## config.mk

```make
export PLATFORM = sky130hd
export DESIGN_NAME = multicast_hash_and_wake_event_regs
export DESIGN_NICKNAME = d
export VERILOG_FILES = /design/src/design/multicast_hash_and_wake_event_regs.v /design/src/design/dest_addr_crc.v /design/src/design/wake_event_keeper.v
export VERILOG_INCLUDE_DIRS = /design/src /design/src/common
export SDC_FILE = /design/constraint.sdc
export NUM_CORES = 1
export LEC_CHECK = 0
export ABC_AREA = 1
export BUFFER_PORTS_ARGS = -buffer_cell sky130_fd_sc_hd__buf_2
export CAP_MARGIN = 20
export CORE_MARGIN = 4
export CORE_UTILIZATION = 55
export CTS_CLUSTER_DIAMETER = 100
export DETAILED_ROUTE_END_ITERATION = 7
export HOLD_SLACK_MARGIN = 0.03
export PLACE_DENSITY = 0.76
export SETUP_SLACK_MARGIN = 0.2
export SYNTH_ARGS = -nofsm -noshare
export SYNTH_HDL_FRONTEND = slang
export SYNTH_HIERARCHICAL = 1
export SYNTH_SLANG_ARGS = --single-unit
```

## constraint.sdc

```tcl
create_clock -name clk_sys -period 2.79 [get_ports clk_sys]
set_input_delay 0.1395 -clock clk_sys [delete_from_list [all_inputs] [get_ports clk_sys]]
set_output_delay 0.1395 -clock clk_sys [all_outputs]
set_load 0.02 [all_outputs]
```

## src/common/group_hash_map.vh

```
// register offsets, field positions, reset values and timing for the hash/wake bank
// assumes byte addressing on a 32-bit bus; included by bare name
`ifndef GROUP_HASH_MAP_VH
`define GROUP_HASH_MAP_VH
// offsets are word indices; byte address is four times the index
`define IDX_HASH_WORD1 8'h02
`define IDX_HASH_WORD2 8'h04
`define IDX_HASH_WORD3 8'h06
`define IDX_POWER_EVENT 8'h08
`define IDX_IRQ_STATUS 8'h10
`define IDX_IRQ_MASK 8'h11
`define IDX_RX_CONTROL 8'h12
`define IDX_HASH_WORD0 8'h13
// power event control/status fields
`define BIT_WAKE_FLAG 15
`define BIT_WAKE_ENABLE 8
// receive control fields
`define BIT_ACCEPT_ALL 0
`define BIT_ACCEPT_GROUP 1
// interrupt status fields
`define BIT_IRQ_WAKE 0
`define BIT_IRQ_DROP 1
`define IRQ_BITS 2
// reset values
`define RST_HASH_WORD 16'h0000
`define RST_RX_CONTROL 2'h0
`define RST_IRQ 2'h0
// hash geometry
`define HASH_IDX_BITS 6
`define CRC_INIT 32'hffffffff
`define CRC_POLY 32'hedb88320
// number of clk_sys cycles the crc engine takes for 48 address bits
`define CRC_CYCLES 6'd48
`endif

```

## src/design/multicast_hash_and_wake_event_regs.v

```verilog
// apb register bank: group-address hash table words and power event control/status
// assumes a single 50 MHz clk_sys; receive filter and wake source are on the same clock
//
// The APB slave port was left to the implementer.
`include "group_hash_map.vh"

////////////////////////////////////////////////////////////////////////////////
// Overview of operation
// [RQ1] set table bit accepts the frame
// [RQ2] clear table bit drops multicast frame
// [RQ3] accept-all settings bypass the hash table
// [RQ4] four 16-bit table words, reset zero
// [RQ5] wake event sets flag bit 15
// [RQ6] flag and enable assert wake pin low
// [RQ7] flag cleared by power-up or write one
// [RQ8] flag survives hardware and software reset
// [RQ9] clearing flag releases the wake pin
// [RQ10] bit 8 enable gates the wake pin
// [RQ11] enable cleared only by power-up reset
// [RQ12] index is six top crc bits
// [RQ13] top two bits pick word, rest bit
// [RQ14] crc is the ethernet frame check
// [RQ15] reserved bits read zero, writes ignored
module multicast_hash_and_wake_event_regs #(
	parameter ADDR_BITS = 48
) (
	// clock and resets
	input wire clk_sys,
	input wire sys_rst,
	input wire powerUpRst,
	input wire softRst,
	// apb slave
	input wire psel,
	input wire penable,
	input wire pwrite,
	input wire [9:0] paddr,
	input wire [31:0] pwdata,
	output reg [31:0] prdata,
	output reg pready,
	output reg pslverr,
	// receive filter
	input wire frameValid,
	input wire frameMulticast,
	input wire [ADDR_BITS-1:0] destAddr,
	output reg filterDone,
	output reg frameAccept,
	// wake source and pin
	input wire wakeEventIn,
	output reg wake_event_output_n,
	// interrupt
	output reg irq
);
	////////////////////////////////////////////////////////////////////////////////
	// register file
	// flat table: bit index equals the six-bit hash index
	wire [63:0] hashTable;
	reg [1:0] receive_control_reg;
	reg [`IRQ_BITS-1:0] irqStatus;
	reg [`IRQ_BITS-1:0] irqMask;
	wire wake_event_flag;
	wire wake_output_enable;
	wire [7:0] regIdx;
	wire access;
	wire wrAccess;
	wire aligned;
	reg hit;
	reg [31:0] next_rdata;

	assign regIdx = paddr[9:2];
	assign aligned = (paddr[1:0] == 2'b00);
	// one wait state: ready in the cycle after the first access cycle
	assign access = psel && penable && !pready;
	assign wrAccess = access && pwrite && hit;

	always @* begin
		hit = aligned;
		next_rdata = 32'h00000000;
		if (regIdx == `IDX_HASH_WORD0)
			next_rdata = {16'h0000, hashTable[15:0]};
		else if (regIdx == `IDX_HASH_WORD1)
			next_rdata = {16'h0000, hashTable[31:16]}; // [RQ4]
		else if (regIdx == `IDX_HASH_WORD2)
			next_rdata = {16'h0000, hashTable[47:32]}; // [RQ4]
		else if (regIdx == `IDX_HASH_WORD3)
			next_rdata = {16'h0000, hashTable[63:48]}; // [RQ4]
		else if (regIdx == `IDX_POWER_EVENT)
			next_rdata = {16'h0000, wake_event_flag, 6'h00, wake_output_enable, 8'h00}; // [RQ15]
		else if (regIdx == `IDX_IRQ_STATUS)
			next_rdata = {30'h0, irqStatus};
		else if (regIdx == `IDX_IRQ_MASK)
			next_rdata = {30'h0, irqMask};
		else if (regIdx == `IDX_RX_CONTROL)
			next_rdata = {30'h0, receive_control_reg};
		else
			hit = 1'b0;
	end

	// apb answer
	always @(posedge clk_sys) begin
		if (sys_rst) begin
			pready <= 1'b0;
			pslverr <= 1'b0;
			prdata <= 32'h00000000;
		end else begin
			pready <= access;
			pslverr <= access && !hit;
			prdata <= (access && !pwrite && hit) ? next_rdata : 32'h00000000;
		end
	end

	////////////////////////////////////////////////////////////////////////////////
	// hash table words and receive control
	wire [3:0] hashWr;
	genvar gi;
	generate
		for (gi = 0; gi < 4; gi = gi + 1) begin : gHash
			wire [7:0] myIdx;
			reg [15:0] word;
			assign myIdx = (gi == 0) ? `IDX_HASH_WORD0 : (gi == 1) ? `IDX_HASH_WORD1 :
				(gi == 2) ? `IDX_HASH_WORD2 : `IDX_HASH_WORD3;
			assign hashWr[gi] = wrAccess && (regIdx == myIdx);
			// one driver per word; the flat vector is only wired together
			assign hashTable[gi*16 +: 16] = word;
			always @(posedge clk_sys) begin
				if (sys_rst || softRst)
					word <= `RST_HASH_WORD; // [RQ4]
				else if (hashWr[gi])
					word <= pwdata[15:0]; // [RQ4]
			end
		end
	endgenerate

	always @(posedge clk_sys) begin
		if (sys_rst || softRst)
			receive_control_reg <= `RST_RX_CONTROL;
		else if (wrAccess && regIdx == `IDX_RX_CONTROL)
			receive_control_reg <= pwdata[1:0];
	end

	////////////////////////////////////////////////////////////////////////////////
	// wake flag and enable, insensitive to sys_rst
	wire pmWrite;
	assign pmWrite = wrAccess && (regIdx == `IDX_POWER_EVENT);

	wake_event_keeper uKeeper (
		.clk_sys(clk_sys),
		.powerUpRst(powerUpRst),
		.softRst(softRst),
		.wakeEvent(wakeEventIn),
		.clearFlag(pmWrite && pwdata[`BIT_WAKE_FLAG]),
		.writeEnable(pmWrite),
		.enableValue(pwdata[`BIT_WAKE_ENABLE]),
		.wakeFlag(wake_event_flag),
		.wakeEnable(wake_output_enable)
	);

	// pin follows the flag; released when the flag clears or enable is low
	always @(posedge clk_sys) begin
		if (powerUpRst)
			wake_event_output_n <= 1'b1;
		else
			wake_event_output_n <= !(wake_event_flag && wake_output_enable); // [RQ6] [RQ9] [RQ10]
	end

	////////////////////////////////////////////////////////////////////////////////
	// receive filter
	wire crcDone;
	wire [`HASH_IDX_BITS-1:0] hashIndex;
	reg pendMulticast;
	reg pendBusy;
	wire crcStart;
	assign crcStart = frameValid && !pendBusy;

	dest_addr_crc #(
		.ADDR_BITS(ADDR_BITS)
	) uCrc (
		.clk_sys(clk_sys),
		.sys_rst(sys_rst),
		.start(crcStart),
		.addr(destAddr),
		.done(crcDone),
		.hashIndex(hashIndex)
	);

	wire [15:0] selWord;
	wire tableBit;
	wire acceptAny;
	wire dropEvent;
	assign selWord = hashTable[{hashIndex[5:4], 4'h0} +: 16]; // [RQ13]
	assign tableBit = selWord[hashIndex[3:0]]; // [RQ13]
	assign acceptAny = receive_control_reg[`BIT_ACCEPT_ALL] || receive_control_reg[`BIT_ACCEPT_GROUP];
	assign dropEvent = crcDone && pendMulticast && !acceptAny && !tableBit;

	always @(posedge clk_sys) begin
		if (sys_rst) begin
			pendMulticast <= 1'b0;
			pendBusy <= 1'b0;
			filterDone <= 1'b0;
			frameAccept <= 1'b0;
		end else begin
			filterDone <= crcDone;
			if (crcStart) begin
				pendMulticast <= frameMulticast;
				pendBusy <= 1'b1;
			end
			if (crcDone) begin
				pendBusy <= 1'b0;
				if (!pendMulticast)
					frameAccept <= 1'b1;
				else if (acceptAny)
					frameAccept <= 1'b1; // [RQ3]
				else
					frameAccept <= tableBit; // [RQ1] [RQ2]
			end
		end
	end

	////////////////////////////////////////////////////////////////////////////////
	// interrupt status, mask and line
	wire [`IRQ_BITS-1:0] irqSet;
	wire [`IRQ_BITS-1:0] irqClr;
	assign irqSet = {dropEvent, wakeEventIn};
	assign irqClr = (wrAccess && regIdx == `IDX_IRQ_STATUS) ? pwdata[`IRQ_BITS-1:0] : `RST_IRQ;

	always @(posedge clk_sys) begin
		if (sys_rst) begin
			irqStatus <= `RST_IRQ;
			irqMask <= `RST_IRQ;
			irq <= 1'b0;
		end else begin
			// set wins over a simultaneous clear
			irqStatus <= (irqStatus & ~irqClr) | irqSet;
			if (wrAccess && regIdx == `IDX_IRQ_MASK)
				irqMask <= pwdata[`IRQ_BITS-1:0];
			irq <= |(irqStatus & irqMask);
		end
	end
endmodule // multicast_hash_and_wake_event_regs

```

## src/design/dest_addr_crc.v

```verilog
// bit-serial crc over a 48-bit destination address, first octet first, lsb of each octet first
// assumes start is a one-cycle pulse on clk_sys; addr held by caller is captured at start
`include "group_hash_map.vh"
module dest_addr_crc #(
	parameter ADDR_BITS = 48
) (
	// clock and reset
	input wire clk_sys,
	input wire sys_rst,
	// request
	input wire start,
	input wire [ADDR_BITS-1:0] addr,
	// answer
	output reg done,
	output reg [`HASH_IDX_BITS-1:0] hashIndex
);
	reg [31:0] crc;
	reg [ADDR_BITS-1:0] shiftAddr;
	reg [5:0] count;
	reg busy;
	wire feed;
	wire [31:0] next_crc;
	// addr[47:40] is the first octet on the wire; its lsb goes first
	assign feed = crc[0] ^ shiftAddr[ADDR_BITS-8];
	assign next_crc = feed ? ((crc >> 1) ^ `CRC_POLY) : (crc >> 1);
	always @(posedge clk_sys) begin
		if (sys_rst) begin
			crc <= `CRC_INIT;
			shiftAddr <= {ADDR_BITS{1'b0}};
			count <= 6'd0;
			busy <= 1'b0;
			done <= 1'b0;
			hashIndex <= {`HASH_IDX_BITS{1'b0}};
		end else begin
			done <= 1'b0;
			if (start && !busy) begin
				crc <= `CRC_INIT;
				shiftAddr <= addr;
				count <= 6'd0;
				busy <= 1'b1;
			end else if (busy) begin
				crc <= next_crc; // [RQ14]
				// walk octet bits lsb first, then move to next octet
				if (count[2:0] == 3'd7)
					shiftAddr <= {shiftAddr[ADDR_BITS-9:0], 8'h00};
				else
					shiftAddr <= {1'b0, shiftAddr[ADDR_BITS-1:ADDR_BITS-7], shiftAddr[ADDR_BITS-9:0]};
				count <= count + 6'd1;
				if (count == `CRC_CYCLES - 6'd1) begin
					busy <= 1'b0;
					done <= 1'b1;
					// six most significant crc bits of the final, lsb-first register
					hashIndex <= {next_crc[26], next_crc[27], next_crc[28],
						next_crc[29], next_crc[30], next_crc[31]}; // [RQ12]
				end
			end
		end
	end
endmodule // dest_addr_crc

```

## src/design/wake_event_keeper.v

```verilog
// sticky wake-event flag and wake enable with power-up versus soft reset behaviour
// assumes power-up reset is a synchronous pulse on clk_sys, separate from sys_rst
`include "group_hash_map.vh"
module wake_event_keeper (
	// clock and resets
	input wire clk_sys,
	input wire powerUpRst,
	input wire softRst,
	// inputs
	input wire wakeEvent,
	input wire clearFlag,
	input wire writeEnable,
	input wire enableValue,
	// state
	output reg wakeFlag,
	output reg wakeEnable
);
	// sys_rst is deliberately absent: the flag survives hardware and soft reset
	always @(posedge clk_sys) begin
		if (powerUpRst) begin
			wakeFlag <= 1'b0; // [RQ7]
			wakeEnable <= 1'b0; // [RQ11]
		end else begin
			if (wakeEvent)
				wakeFlag <= 1'b1; // [RQ5]
			else if (clearFlag)
				wakeFlag <= 1'b0; // [RQ7] [RQ8]
			// enable keeps its value through soft reset
			if (writeEnable && !softRst)
				wakeEnable <= enableValue; // [RQ11]
		end
	end
endmodule // wake_event_keeper

```

==> After elaboration in Yosys (flattened, before gate mapping) <==
Index checks and enable logic that the tools add are counted.
{ "word_totals": {"ff_bits": 206, "inputBits": 100, "out_inout_bits": 38, "elab_cells": 125} }
{ "op_classes": {"addsub": 1, "n_lt_le_gt_ge": 1, "n_eq_ne": 10, "n_shift": 1, "mux": 31, "bitwise": 9, "n_reduce_logical": 46} }
{ "ops": {"columns": ["cell", "count"], "rows": [
  ["two-way mux 48 bit", 3],
  ["two-way mux 16 bit", 5],
  ["indexed part select 64 x 7 -> 16 bit", 1],
  ["== test 8 x 5 -> 1 bit (second input constant)", 4],
  ["two-way mux 32 bit", 1],
  ["logical AND 1 bit", 23],
  ["two-way mux 1 bit", 17],
  ["== test 8 x 3 -> 1 bit (second input constant)", 2],
  ["NOT 13 -> 14 bit", 1],
  ["logical NOT 1 bit", 9],
  ["OR reduction 9 bit", 1],
  ["== test 8 x 2 -> 1 bit (second input constant)", 1],
  ["== test 8 x 4 -> 1 bit (second input constant)", 1],
  ["two-way mux 2 bit", 4],
  ["OR reduction 2 bit", 4],
  ["adder 6 x 1 -> 6 bit (second input constant)", 1],
  ["== test 6 bit (second input constant)", 1],
  ["nonzero test 2 bit", 3],
  ["< comparator 4 x 5 -> 1 bit (second input constant)", 1],
  ["AND 2 bit", 2],
  ["binary-select mux 1 bit (select 4 bit)", 1],
  ["== test 3 bit (second input constant)", 1],
  ["NOT 1 bit", 3],
  ["AND reduction 3 bit", 1],
  ["7 further kinds", 8]
]} }

==> Logic depth before layout (Yosys ltp) <==
{ "depth": {"ltp_word": 15, "ltp_mapped": 14, "ltp_nobuf": 13} }

==> Cells and area by module <==
The synthesis kept the hierarchy.
{ "modules_own_cells": {"columns": ["module", "instances", "cells_per_inst", "area_each_um2", "seq_area_each_um2"], "rows": [
  ["multicast_hash_and_wake_event_regs", 1, 689, 4670.7, 1881.8],
  ["dest_addr_crc", 1, 605, 4174.0, 1881.8],
  ["wake_event_keeper", 1, 12, 86.3, 40.0]
]} }

==> Worst setup path before layout <==
Ideal clock, no wire load.
{ "synth_timing": {"path_kind": "register to register", "from": "register pready", "to": "register gHash[0].word[10]", "setup_time_ns": 0.113, "arrival_ns": 1.545, "t_required_ns": 2.677, "slack_ns": 1.132, "path_stages_with_launch": 10, "n_path_buf": 1, "period_less_slack_ns": 1.658, "path_cell_list": "dfxtp_1 -> nor2_1 -> inv_1 -> nor2_2 -> nand2_4 -> nor2_8 -> inv_2 -> buf_6 -> nor2_1 -> nor2_1"} }
{ "synth_via": {"elab_chain_cells": 5} }
{ "synth_rtl": {"columns": ["element", "line", "rtl"], "rows": [
  ["start: declaration", "multicast_hash_and_wake_event_regs.v:39", "output reg pready,"],
  ["start signal: assignment", "multicast_hash_and_wake_event_regs.v:105", "pready <= access;"],
  ["logical NOT 1 bit", "multicast_hash_and_wake_event_regs.v:72", "assign access = psel && penable && !pready;"],
  ["logical AND 1 bit", "multicast_hash_and_wake_event_regs.v:72", null],
  ["logical AND 1 bit (2 in a row)", "multicast_hash_and_wake_event_regs.v:73", "assign wrAccess = access && pwrite && hit;"],
  ["logical AND 1 bit", "multicast_hash_and_wake_event_regs.v:121", "assign hashWr[gi] = wrAccess && (regIdx == myIdx);"],
  ["end signal: assignment", "multicast_hash_and_wake_event_regs.v:126", "word <= `RST_HASH_WORD;"],
  ["end signal: assignment", "multicast_hash_and_wake_event_regs.v:128", "word <= pwdata[15:0];"],
  ["end: declaration", "multicast_hash_and_wake_event_regs.v:118", "reg [15:0] word;"]
]} }
Every way passes these cells.
A chain may end at the register's enable or synchronous reset.

==> Final worst setup path <==
{ "layout_timing": {"from": "register pready", "to": "register uKeeper.wakeFlag"} }
{ "layout_via": {"elab_chain_cells": 7} }
{ "layout_rtl": {"columns": ["element", "line", "rtl"], "rows": [
  ["logical NOT 1 bit", "multicast_hash_and_wake_event_regs.v:72", null],
  ["logical AND 1 bit", "multicast_hash_and_wake_event_regs.v:72", null],
  ["logical AND 1 bit (2 in a row)", "multicast_hash_and_wake_event_regs.v:73", null],
  ["logical AND 1 bit", "multicast_hash_and_wake_event_regs.v:143", "assign pmWrite = wrAccess && (regIdx == `IDX_POWER_EVENT);"],
  ["logical AND 1 bit", "multicast_hash_and_wake_event_regs.v:150", ".clearFlag(pmWrite && pwdata[`BIT_WAKE_FLAG]),"],
  ["nonzero test 2 bit (no source line)", null, null],
  ["end signal: assignment", "wake_event_keeper.v:21", "wakeFlag <= 1'b0;"],
  ["end signal: assignment", "wake_event_keeper.v:25", "wakeFlag <= 1'b1;"],
  ["end signal: assignment", "wake_event_keeper.v:27", "wakeFlag <= 1'b0;"],
  ["end: declaration", "wake_event_keeper.v:15", "output reg wakeFlag,"]
]} }
Every way passes these cells.

==> results.yml <==
routing:
  drt-total-wl_mm: 23.52
  wire_per_inst_um: 14.22
  dr.pass1.iters: 5
  viasPerCell: 5.305
  drtIter0Drc: 883
  drc: 0
  postRouteAntennaNets: 0
  vias: 8774
logic_synthesis:
  syn_area_per_cell_um2: 6.838
  syn_inst: 1306
  synth_top_area_share_pct: 42.59
  async_flop_share_pct: 0
  synth_most_common_cell: "nand2_1"
  synth.ff_latch_count: 190
  ys_types: 38
  synth_top_cell_by_area: "dfxtp_1"
  synthFlopType: "dfxtp_1"
  synth_top_cells_by_count: "nand2_1 (325), nor2_1 (237), dfxtp_1 (190)"
  synth_area_um2: 8931
  ys_seq_area_share_pct: 42.59
  synth_area_leaders: "dfxtp_1 (43%), nand2_1 (14%), nor2_1 (10%)"
  synth_edf_count: 0
  yosys_warnings: 6
placed_design:
  gp_congestion: 0.8702
  hpwlAfterDp_mm: 13.86
  portBuffers: 105
  post-place-ws_ps: 666.1
timing:
  worst_slew_pin_slew_ps: 675.6
  max-slew-margin-rel_pct: 54.90
  clock-skew-final_ps: 6.578
  rsz0062_at_grt: "no"
  final_max_slew_viol_count: 0
  fin_crit_ps: 2151
  finalSetupTns_ps: 0
  setup_viol: 0
  post-route-period-util_pct: 77.08
  fmax_mhz: 465.0
  finalHoldViolCount: 0
  setup_ws_ps: 639.4
floorplanning:
  ios: 138
  start_util_pct: 56.22
  dieWidth_um: 135.4
  num_rows: 46
  coreArea_um2: 15890
  die_y_um: 135.4
  die-area_um2: 18340
finish:
  n_antenna_cell: 0
  largest_reg_flops: 64
  drive_gt1_share_pct: 13.63
  top_regs: "gHash.word x64, uCrc/shiftAddr x48, uCrc/crc x32"
  final_net_count: 1528
  synthToLayoutAreaGrowth_pct: 17.92
  regMostFlops: "gHash.word"
critical_path:
  worstSetupPathType: "reg2reg"
  critPathArrivalTime_ps: 2470
  crit_chain: "nor2_1, inv_1, nor2_2, nand2_4, nor3b_1, inv_1, a21oi_1, nor2_1, dlygate4sd3_1"
  crit_path_start_kind: "register"
  path_max_fanout: 9
  path_delay_family: "simple AND/OR/NAND/NOR gates"
  path_buf_inv: 3
  cp.required_ps: 3110
  slowest_stage: "dlygate4sd3_1"
  worst_path_largest_cell_delay_ps: 550
  endpoint_kind: "register"
global_routing:
  track_usage_pct: 25.82
  grt_pass1_wl_mm: 38.58
  antenna_found_initial: 0
  grt_pass1_vias: 8042
  grt_start_max_net_pins: 67
  grt_overflow: 0
clock_network:
  ctsResizeCount: 0
  htreeDepth: 4
  cts_root_buf: "clkbuf_16"
  cts_sinks: 190
  clock_latency_ps: 430
  clkSlewWorstSetupHoldPaths_ps: 70
  cts_buffers: 17
  cts_buffer_depth: 2
  cts_tree: "built"
power:
  p_leak_uw: 0.004763
  cellPowerDensity_nw_per_um2: 555.2
  vdd_drop_max_v: 0.0005144
run:
  max_cap_viol_count: 0
min_path:
  min_path_type: "in2reg"
outcome:
  status: "complete, no violations"
timing repair:
action | in CTS | in global routing
hold buffers | 50 | 0
endpoints found under the hold margin | 92 | 0
setup buffers | 0 | 0
through the flow:
step	utilization, %	std cells	total power (µW)	hold slack (ps)	cell area [µm²]
after floorplan	-	1321	3266	211.9	8987
after global placement	59.42	1572	3381	325.0	9439
after detailed placement	59.42	1572	3390	329.0	9439
after CTS	66.30	1654	5871	30.67	10530
after global routing	66.30	1654	6075	44.25	10530
final	66.30	1654	5847	39.28	10530
metal layers:
layer	GRT usage (%)	share of wire, %	vias up
met2	43.14	48	323
met4	8.287	2.0	0
met3	4.755	6.4	47
met5	0	0	-
li1	-	-	4404
met1	33.92	43	4000
kinds of logic after synthesis:
| group | Yosys count | synth area share [%] |
|---|---|---|
| adder cells (fa/ha/maj) | 3 | 0.4203 |
| multiplexers | 2 | 0.2242 |
| buffers and inverters | 176 | 9.246 |
| flip-flops | 190 | 42.59 |
| other | 1 | 0.04199 |
| AND/OR/NAND/NOR | 733 | 34.95 |
| XOR/XNOR | 2 | 0.1962 |
| AO/OA/AOI/OAI | 199 | 12.33 |
cell type report:
class / count / area [µm²]
clock buffer: 19 / 452.9
clock inverter: 13 / 138.9
fill: 1406 / 5354
inverter: 87 / 331.6
multi-input combinational: 955 / 4365
sequential: 190 / 3804
tap: 216 / 270.3
timing repair buffer: 174 / 1169
cells in the final DEF, fill, tap and decap left out, drive strengths merged:
master	netlist	routed
clkinvlp	0	1
buf	54	124
mux2i	2	2
nor2	247	247
o2111a	11	11
clkinv	2	10
nor3	11	11
nor3b	1	1
conb	1	16
a21oi	48	48
inv	85	87
nand4	8	8
bufinv	0	2
dfxtp	190	190
clkbuf	35	19
o21ai	125	125
o211ai	14	14
xnor2	1	1
nand3	130	130
nand3b	2	2
nand2	332	332
o22ai	1	1
and2	2	2
dlygate4sd3	0	50
ha	3	3
xor2	1	1
worst min-delay path, delay by kind of cell:
kind                   cells  cell delay, ps
buffers and inverters      1              90
and+or+nand+nor            4             220
worst paths after layout:
kind / slack (ps) / to / cells after the start / startpoint
max: 640 / uKeeper/wakeFlag / 9 / pready
min: 40 / uCrc/shiftAddr[37] / 5 / destAddr[37]
max reg2reg: 640 / uKeeper/wakeFlag / 9 / pready
min reg2reg: 450 / wake_event_output_n / 1 / uKeeper/wakeFlag
power breakdown:
group          switching, µW  internal (µW)  leakage (µW)
logic                    337            208       0.00292
clock network           1080           1370      0.000295
registers               48.1           2800       0.00155
total                   1460           4380       0.00476
Note: power is estimated with default switching activity, not from simulation.
